--- src/logic/protection_limits_defs.svh ---
// Function
// - After_fault_a clear: stay off after fault
// - After_fault_a set: restart, keep register contents
// - Register reset loads reset flag one
// - Decode thermal prewarn threshold field
`ifndef PROTECTION_LIMITS_DEFS_SVH
`define PROTECTION_LIMITS_DEFS_SVH

// ---------------------------------------------
// Register map
// ---------------------------------------------
`define PLC_ADDR 8'h16
`define PLC_RESET 8'h02
`define PLC_BIT_AFTER_FAULT_A 0
`define PLC_BIT_RSTFLAG 1
`define PLC_BIT_FORCE 2
`define PLC_BIT_SPARE 3
`define PLC_TPW_LSB 4
`define PLC_IPK_LSB 6
`define PLC_RESTART_HOLD 8'h10

`endif

--- src/logic/protection_limits_pkg.sv ---
package protection_limits_pkg;
  typedef enum logic [1:0] {
    TEMP_83C,
    TEMP_94C,
    TEMP_105C,
    TEMP_116C
  } prewarn_temp_t;
  typedef enum logic [1:0] {
    PEAK_5A2,
    PEAK_5A8,
    PEAK_6A2,
    PEAK_6A8
  } peak_limit_t;
  typedef enum {
    ST_RUN,
    ST_LATCHED_OFF,
    ST_RESTART
  } fault_state_t;
endpackage

--- src/logic/fault_after_fault_a_if.sv ---
`timescale 1ns/1ps
interface fault_after_fault_a_if;
  logic fault;
  logic after_fault_a;
  logic power_enable;
  logic restart;
  modport ctrl (input fault, input after_fault_a, output power_enable, output restart);
  modport host (output fault, output after_fault_a, input power_enable, input restart);
endinterface

--- src/logic/fault_after_fault_a_ctrl.sv ---
`timescale 1ns/1ps
`include "protection_limits_defs.svh"
module fault_after_fault_a_ctrl (
  input wire logic sys_clk_in, // Clock
  input wire logic rst_n_in, // Sync reset
  fault_after_fault_a_if.ctrl fr // Fault link
);
  protection_limits_pkg::fault_state_t state;
  logic [7:0] hold;
  always_ff @(posedge sys_clk_in) begin
    if (!rst_n_in) begin
      state <= protection_limits_pkg::ST_RUN;
      hold <= 8'h00;
    end else begin
      unique case (state)
        protection_limits_pkg::ST_RUN: begin
          if (fr.fault) begin
            state <= fr.after_fault_a ? protection_limits_pkg::ST_RESTART
                              : protection_limits_pkg::ST_LATCHED_OFF;
            hold <= 8'h00;
          end
        end
        // Stays off until a full reset
        protection_limits_pkg::ST_LATCHED_OFF: state <= state;
        protection_limits_pkg::ST_RESTART: begin
          // Wait for fault to clear, then a short hold before power-up
          if (fr.fault) hold <= 8'h00;
          else if (hold == `PLC_RESTART_HOLD) state <= protection_limits_pkg::ST_RUN;
          else hold <= hold + 8'h01;
        end
      endcase
    end
  end
  assign fr.power_enable = (state == protection_limits_pkg::ST_RUN) && !fr.fault;
  assign fr.restart = (state == protection_limits_pkg::ST_RESTART) && !fr.fault
                      && (hold == `PLC_RESTART_HOLD);
endmodule

--- src/logic/protection_limits_config.sv ---
`timescale 1ns/1ps
`include "protection_limits_defs.svh"
module protection_limits_config (
  input wire logic sys_clk_in, // 200 MHz clock
  input wire logic rst_n_in, // Sync reset, active low
  input wire logic [7:0] reg_addr_in, // Register address
  input wire logic reg_wr_in, // Write strobe
  input wire logic [7:0] reg_wdata_in, // Write data
  input wire logic reg_rd_in, // Read strobe
  output logic [7:0] reg_rdata_out, // Read data
  output logic reg_hit_out, // Address matches
  input wire logic thermal_shutdown_fault_in, // Async fault pin
  input wire logic output_short_fault_in, // Async fault pin
  output logic power_enable_out, // Converter allowed on
  output logic power_up_start_out, // Restart pulse
  output logic register_default_out, // Pulse: all registers to default
  output logic [1:0] thermal_prewarn_threshold_out, // Raw field
  output protection_limits_pkg::prewarn_temp_t prewarn_temp_out, // Decoded threshold
  output logic [1:0] inductor_peak_limit_out, // Raw field
  output protection_limits_pkg::peak_limit_t peak_limit_out // Decoded limit
);
  // ---------------------------------------------
  // Field helpers
  // ---------------------------------------------
  // One extractor keeps raw and decoded views on the same bits
  function automatic logic [1:0] field2(input logic [7:0] value, input int unsigned lsb);
    logic [1:0] result;
    result = value[lsb +: 2];
    return result;
  endfunction

  function automatic protection_limits_pkg::prewarn_temp_t decode_temp(input logic [1:0] code);
    protection_limits_pkg::prewarn_temp_t temp;
    temp = protection_limits_pkg::TEMP_83C;
    case (code)
      2'b00: begin
        temp = protection_limits_pkg::TEMP_83C;
      end
      2'b01: begin
        temp = protection_limits_pkg::TEMP_94C;
      end
      2'b10: begin
        temp = protection_limits_pkg::TEMP_105C;
      end
      2'b11: begin
        temp = protection_limits_pkg::TEMP_116C;
      end
    endcase
    return temp;
  endfunction

  function automatic protection_limits_pkg::peak_limit_t decode_peak(input logic [1:0] code);
    protection_limits_pkg::peak_limit_t limit;
    limit = protection_limits_pkg::PEAK_5A2;
    case (code)
      2'b00: begin
        limit = protection_limits_pkg::PEAK_5A2;
      end
      2'b01: begin
        limit = protection_limits_pkg::PEAK_5A8;
      end
      2'b10: begin
        limit = protection_limits_pkg::PEAK_6A2;
      end
      2'b11: begin
        limit = protection_limits_pkg::PEAK_6A8;
      end
    endcase
    return limit;
  endfunction

  // Force and spare bits are never stored: force is a strobe, spare reads zero
  function automatic logic [7:0] shape_write(input logic [7:0] data);
    logic [7:0] shaped;
    shaped = 8'h00;
    shaped[`PLC_BIT_AFTER_FAULT_A] = data[`PLC_BIT_AFTER_FAULT_A];
    shaped[`PLC_BIT_RSTFLAG] = data[`PLC_BIT_RSTFLAG];
    shaped[`PLC_TPW_LSB +: 2] = field2(data, `PLC_TPW_LSB);
    shaped[`PLC_IPK_LSB +: 2] = field2(data, `PLC_IPK_LSB);
    return shaped;
  endfunction

  // ---------------------------------------------
  // Fault synchronisers
  // ---------------------------------------------
  // Pins are asynchronous; only the second stage feeds logic
  logic [1:0] tsd_sync;
  logic [1:0] short_sync;

  always_ff @(posedge sys_clk_in) begin
    if (!rst_n_in) begin
      tsd_sync <= 2'b00;
    end else begin
      tsd_sync <= {tsd_sync[0], thermal_shutdown_fault_in};
    end
  end

  always_ff @(posedge sys_clk_in) begin
    if (!rst_n_in) begin
      short_sync <= 2'b00;
    end else begin
      short_sync <= {short_sync[0], output_short_fault_in};
    end
  end

  wire tsd_seen = tsd_sync[1];
  wire short_seen = short_sync[1];
  wire any_fault = tsd_seen || short_seen;

  // ---------------------------------------------
  // Access decode
  // ---------------------------------------------
  wire hit = (reg_addr_in == `PLC_ADDR);
  wire wr_hit = reg_wr_in && hit;
  wire rd_hit = reg_rd_in && hit;
  wire force_req = wr_hit && reg_wdata_in[`PLC_BIT_FORCE];
  // A force write ignores the other bits of the same byte
  wire plain_wr = wr_hit && !reg_wdata_in[`PLC_BIT_FORCE];
  wire [7:0] wr_val = shape_write(reg_wdata_in);

  // ---------------------------------------------
  // Register
  // ---------------------------------------------
  logic [7:0] cfg;
  logic [7:0] next_cfg;
  logic force_pulse;

  always_comb begin
    next_cfg = cfg;
    if (force_req) begin
      next_cfg = `PLC_RESET;
    end else if (plain_wr) begin
      // Host clears the flag by writing zero
      next_cfg = wr_val;
    end
  end

  // Reset value carries the flag, so software can see every restore
  always_ff @(posedge sys_clk_in) begin
    if (!rst_n_in) begin
      cfg <= `PLC_RESET;
    end else begin
      cfg <= next_cfg;
    end
  end

  // Pulse also resets the after_fault_a control, so force is a full restore
  always_ff @(posedge sys_clk_in) begin
    if (!rst_n_in) begin
      force_pulse <= 1'b0;
    end else begin
      force_pulse <= force_req;
    end
  end

  // After_fault_a restart never touches cfg, so programmed values survive
  wire after_fault_a_bit = cfg[`PLC_BIT_AFTER_FAULT_A];

  // ---------------------------------------------
  // Fault after_fault_a control
  // ---------------------------------------------
  // Latched-off is left only by a reset or a force write
  fault_after_fault_a_if fr_link();
  wire after_fault_a_rst_n = rst_n_in && !force_pulse;

  assign fr_link.fault = any_fault;
  assign fr_link.after_fault_a = after_fault_a_bit;

  fault_after_fault_a_ctrl u_after_fault_a (
    .sys_clk_in(sys_clk_in),
    .rst_n_in(after_fault_a_rst_n),
    .fr(fr_link)
  );

  wire power_allowed = fr_link.power_enable;
  wire restart_pulse = fr_link.restart;

  // ---------------------------------------------
  // Read data
  // ---------------------------------------------
  // Other addresses read zero; the value holds until the next read strobe
  logic [7:0] rdata;
  wire [7:0] next_rdata = rd_hit ? cfg : 8'h00;

  always_ff @(posedge sys_clk_in) begin
    if (!rst_n_in) begin
      rdata <= 8'h00;
    end else if (reg_rd_in) begin
      rdata <= next_rdata;
    end
  end

  // ---------------------------------------------
  // Field views
  // ---------------------------------------------
  logic [1:0] tpw_code;
  logic [1:0] ipk_code;
  protection_limits_pkg::prewarn_temp_t tpw_temp;
  protection_limits_pkg::peak_limit_t ipk_limit;

  assign tpw_code = field2(cfg, `PLC_TPW_LSB);
  assign ipk_code = field2(cfg, `PLC_IPK_LSB);
  assign tpw_temp = decode_temp(tpw_code);
  assign ipk_limit = decode_peak(ipk_code);

  // ---------------------------------------------
  // Outputs
  // ---------------------------------------------
  assign reg_rdata_out = rdata;
  assign reg_hit_out = hit;

  assign power_enable_out = power_allowed;
  assign power_up_start_out = restart_pulse;
  assign register_default_out = force_pulse;

  assign thermal_prewarn_threshold_out = tpw_code;
  assign prewarn_temp_out = tpw_temp;
  assign inductor_peak_limit_out = ipk_code;
  assign peak_limit_out = ipk_limit;
endmodule

--- config.mk ---
export PLATFORM = sky130hd
export DESIGN_NAME = protection_limits_config
export DESIGN_NICKNAME = d
export VERILOG_FILES = /design/src/logic/protection_limits_pkg.sv /design/src/logic/fault_after_fault_a_if.sv /design/src/logic/fault_after_fault_a_ctrl.sv /design/src/logic/protection_limits_config.sv
export VERILOG_INCLUDE_DIRS = /design/src /design/src/logic
export SDC_FILE = /design/constraint.sdc
export NUM_CORES = 1
export LEC_CHECK = 0
export BUFFER_PORTS_ARGS = -buffer_cell sky130_fd_sc_hd__buf_2
export CORE_ASPECT_RATIO = 0.75
export CORE_UTILIZATION = 54
export DETAILED_ROUTE_END_ITERATION = 16
export GPL_TIMING_DRIVEN = 1
export PLACE_DENSITY = 0.93
export SYNTH_ARGS = -nofsm -noshare
export SYNTH_HDL_FRONTEND = slang
export SYNTH_HIERARCHICAL = 1
export SYNTH_SLANG_ARGS = --single-unit
--- constraint.sdc ---
create_clock -name sys_clk_in -period 5.6 [get_ports sys_clk_in]
set_input_delay 0 -clock sys_clk_in [delete_from_list [all_inputs] [get_ports sys_clk_in]]
set_output_delay 0 -clock sys_clk_in [all_outputs]
set_load 0.1 [all_outputs]
Word level (Yosys, flattened, before mapping)
Index checks and enable logic that the tools add are counted.
Widths: inputs -> output; s select.
{ "classes": {"n_addsub": 1, "eq_ne": 15, "mux": 12, "n_bitwise": 2, "n_reduce_logical": 20} }
{ "op_table": {"columns": ["op", "n"], "rows": [
  ["$mux 32", 3],
  ["$logic_not 32->1", 2],
  ["$pmux 32 s2", 1],
  ["$eq 32x1->1 const B", 1],
  ["$eq 32x2->1 const B", 1],
  ["$eq 32x3->1 const B", 1],
  ["$mux 8", 4],
  ["$eq 8x5->1 const B", 2],
  ["$pmux 2 s4", 2],
  ["$pmux 8 s2", 1],
  ["$add 8x1->8 const B", 1],
  ["$eq 2x2->1 const B", 4],
  ["$logic_and 1x1->1", 8],
  ["$eq 2x1->1 const B", 2],
  ["$logic_not 2->1", 2],
  ["$ne 2x1->1 const B", 2],
  ["$reduce_and 4->1", 1],
  ["$logic_not 1->1", 3],
  ["$ne 3x2->1 const B", 1],
  ["$reduce_and 3->1", 1],
  ["$mux 2", 1],
  ["$ne 2x2->1 const B", 1],
  ["$not 1->1", 2],
  ["$reduce_bool 2->1", 1],
  ["2 further kinds", 2]
]} }
{ "totals": {"regBits": 59, "in_bits": 22, "output_inout_bits": 20, "elab_cells": 57} }

Logic depth before layout (Yosys ltp)
{ "logic_depth": {"ltp_word": 4, "ltp_mapped": 7, "ltp_nobuf": 6} }

Hierarchy
Netlist, hierarchy kept.
{ "by_module_without_submodules": {"columns": ["module", "instances", "cells_each", "area_each_um2", "seq_area_each_um2"], "rows": [
  ["protection_limits_config", 1, 80, 760.7, 340.3],
  ["fault_after_fault_a_ctrl", 1, 78, 590.6, 200.2]
]} }

Worst setup path after synthesis
Ideal clock, no wire load.
{ "synth_timing": {"path_type": "flip-flop to output port", "startpoint": "register short_sync[1]", "endpoint": "output power_enable_out", "arrival_ns": 2.734, "t_required_ns": 5.600, "setup_slack_ns": 2.866, "stages_incl_launch_ff": 4, "n_path_buf": 1, "path_cell_list": "dfxtp_1 or2_2 buf_2 nor3_1"} }
{ "synth_via": {"elab_chain_cells": 3} }
{ "synth_lines": {"columns": ["element", "line_no", "source"], "rows": [
  ["start: declaration", "protection_limits_config.sv:88", "logic [1:0] short_sync;"],
  ["start signal: assignment", "protection_limits_config.sv:102", "short_sync <= {short_sync[0], output_short_fault_in};"],
  ["$logic_or 1x1->1", "protection_limits_config.sv:108", "wire any_fault = tsd_seen || short_seen;"],
  ["named net any_fault", "protection_limits_config.sv:108", null],
  ["$logic_not 1->1", "fault_after_fault_a_ctrl.sv:34", "assign fr.power_enable = (state == protection_limits_pkg::ST_RUN) && !fr.fault;"],
  ["$logic_and 1x1->1", "fault_after_fault_a_ctrl.sv:34", null],
  ["end: declaration", "protection_limits_config.sv:14", "output logic power_enable_out,"]
]} }
The timed path passes the listed nets, and every way through them passes these cells.

Final worst setup path
{ "layout_timing": {"startpoint": "register u_after_fault_a.hold[0]", "endpoint": "output power_up_start_out"} }
{ "layout_via": {"elab_chain_cells": 2} }
{ "layout_lines": {"columns": ["element", "line_no", "source"], "rows": [
  ["start: declaration", "fault_after_fault_a_ctrl.sv:9", "logic [7:0] hold;"],
  ["start signal: assignment", "fault_after_fault_a_ctrl.sv:29", "else hold <= hold + 8'h01;"],
  ["$eq 8x5->1 (no line)", null, null],
  ["$logic_and 1x1->1", "fault_after_fault_a_ctrl.sv:35", "assign fr.restart = (state == protection_limits_pkg::ST_RESTART) && !fr.fault"],
  ["end: declaration", "protection_limits_config.sv:15", "output logic power_up_start_out,"]
]} }
No other way between the ends.

==> results.yml <==
drt:
  via_per_inst: 5.63
  drtIter0Drc: 124
  wl_mm: 3.08
  wl_per_cell_um: 13.5
  drt_first_pass_iters: 4
  num_vias: 1284
  drc_errors: 0
  antenna_left: 0
worst_setup_path:
  crit_buf_inv: 2
  crit_fanout: 6
  slowest_delay_ps: 540
  worstSetupStartpointType: "register"
  crit_required_ps: 5600
  arrival_ps: 2350
  crit_type: "reg2out"
  path_cells: "inv_1 > ha_1 > nor4b_1 > nand3_1 > nor2_1 > buf_2"
  crit_slowest_cell: "nor4b_1"
  worstSetupEndpointType: "output port"
  cp_top_family: "simple AND/OR/NAND/NOR gates"
power:
  p_sw_uw: 84.1
  leakage_nw: 0.687
  ir_drop_mv: 0.145
  switching_share_pct: 26.1
  p_per_area_nw_per_um2: 199
  seqPwrFrac_pct: 60.8
  p_int_uw: 238
  power_frac_clock_pct: 25.3
  p_comb_share_pct: 13.8
placement:
  place.gp.congestion: 0.848
  dp_cells: 214
  post-dp-hpwl_mm: 2.10
  portBuffers: 38
synthesis:
  ys_types: 39
  yosys-top-cells-area: "dfxtp_1 (40%), nand2_1 (5.0%), mux2i_1 (4.4%)"
  syn_inst: 158
  synth_edf_count: 0
  yosysWarnings: 6
  synth_flop_cell: "dfxtp_1"
  seq_area_frac_synth_pct: 40.0
  synth_top_cell_area_share_pct: 40.0
  async_reset_ff_share_pct: 0
  ys_ff_latch: 27
  syn_avg_cell_area_um2: 8.55
  yosysTopAreaCell: "dfxtp_1"
  netlist_area_um2: 1350
sta:
  fmax_mhz: 426
  finClkSkew_ps: 10.8
  max_slew_margin_pct: 28.9
  hold_viol: 0
  fin_setup_tns_ps: 0
  setup_viol: 0
  period_minus_slack_ps: 2350
  finalHoldWorstSlack_ps: 28.1
  fin_crit_sh_pct: 41.9
  rsz0062_at_grt: "false"
  report.final.slew_viol_count: 0
  tightestPinTransition_ps: 1060
final_layout:
  final.fill_count: 192
  seqCellArea_um2: 541
  n_antenna_cell: 0
  final_cell_mix: "buf_2 (38), dfxtp_1 (27), nand2_1 (18)"
  final_common_cell: "buf_2"
  layout-drive-gt1-share_pct: 23.7
  stdcell_count: 228
  multiInputGateArea_um2: 691
  syn2layout_area_growth_pct: 19.9
  nNetsFinal: 219
clock_tree:
  clk_pin_slew_worst_paths_ps: 140
  clock_sinks: 27
  clkLatencyLatePin_ps: 320
  postCtsSetupBuffers: 0
  h-tree-depth: 1
  root_buffer: "clkbuf_4"
  cts_max_path_buffers: 2
  cts-buffers-inserted: 3
  cts_tree: "built"
floorplanning:
  fp.dieH_um: 45.3
  ioPinCount: 42
  die-area_um2: 2710
  fp.coreArea_um2: 2330
  initial_utilization_pct: 58.1
  fp-row-count: 15
  fp.dieW_um: 59.8
grt:
  grt_util_all_layers_pct: 24.0
  grt_pass1_wl_mm: 4.73
  antenna_found_initial: 0
  grt-ovfl-total: 0
  grt_pass1_vias: 1097
  grt_max_degree: 20
worst_hold_path:
  hold_path_class: "in2reg"
outcome:
  status: "completed"
job:
  maxCapViolCount: 0
-- power groups by stage --
stage          Sequential (mW)  Clock, mW  Combinational, mW
2_1_floorplan            0.199          0             0.0316
3_3_place_gp             0.200          0             0.0380
3_5_place_dp             0.200          0             0.0392
4_1_cts                  0.196     0.0836             0.0441
5_1_grt                  0.196     0.0908             0.0471
6_report                 0.196     0.0817             0.0447
-- Yosys cell counts (2+ instances only) --
cell,number
nor4b_1,2
nand4_1,9
ha_1,2
and2_1,6
dfxtp_1,27
clkbuf_1,8
or2_2,2
nand2b_1,6
o22ai_1,2
nor2_1,6
nand3_1,7
nand2_1,18
inv_1,6
a21oi_1,7
mux2i_1,6
buf_2,2
o211ai_1,2
nor2b_1,4
nor3_1,2
o21ai_0,3
buf_4,6
a31oi_1,2
a21boi_1,6
nand4b_1,2
-- final timing paths --
kind                                         startpoint                 endpoint  slack, ps  depth (start not counted)
worst min-delay path                          reg_wr_in                   cfg[0]         30                          3
worst min register to register              tsd_sync[0]              tsd_sync[1]        440                          1
worst max-delay path            u_after_fault_a/hold[0]       power_up_start_out       3250                          6
worst max register to register            short_sync[1]  u_after_fault_a/hold[6]       3590                          4
-- through the flow --
step / total power, mW / util (%) / area (µm²) / setup WS (ps)
3_5_place_dp: 0.240 / 64.2 / 1490 / 3640
5_1_grt: 0.334 / 69.6 / 1620 / 3090
3_3_place_gp: 0.238 / 64.2 / 1490 / 3680
6_report: 0.322 / 69.6 / 1620 / 3250
2_1_floorplan: 0.231 / - / 1360 / 2870
4_1_cts: 0.324 / 69.6 / 1620 / 3290
-- worst reg2reg max path: stages (launching register included) --
cell,delay (ps)
dfxtp_1,330
or2_2,360
nor3b_1,870
o211ai_1,190
a31oi_1,210
-- state kept, by name (all words and copies together), names as in the netlist --
| name | count |
|---|---|
| short_sync | 2 |
| u_after_fault_a/state | 2 |
| u_after_fault_a/hold | 8 |
| cfg | 6 |
| tsd_sync | 2 |
| register_default_out | 1 |
| reg_rdata_out | 6 |
-- layout make-up --
type / count / share of cell area [%]
repair buffers: 49 / 18.4
well taps: 34 / 2.63
clock buffers: 4 / 1.62
inverters: 6 / 1.39
flip-flops and latches: 27 / 33.4
multi-input cells: 108 / 42.6
-- cell families after synthesis --
family	count (synthesis)	share of synthesized area, %
AO/OA/AOI/OAI	26	12.5
adder cells (fa/ha/maj)	2	1.85
buffers and inverters	24	9.17
flip-flops	27	40.0
multiplexers	6	4.44
other	1	0.278
AND/OR/NAND/NOR	72	31.8
-- timing repair --
action | 4_1_cts | 5_1_grt
hold buffers | 10 | 0
resized for setup | 0 | 0
hold endpoints to repair | 9 | 0
-- metal layers --
metal / wire length [µm] / vias to the layer above / global-route usage (%)
met3: 179 / 6 / 5.16
li1: - / 620 / -
met2: 1570 / 60 / 42.7
met4: 58 / 0 / 6.98
met1: 1280 / 598 / 29.2
met5: 0 / - / 0
(Power assumes the default switching activity.)
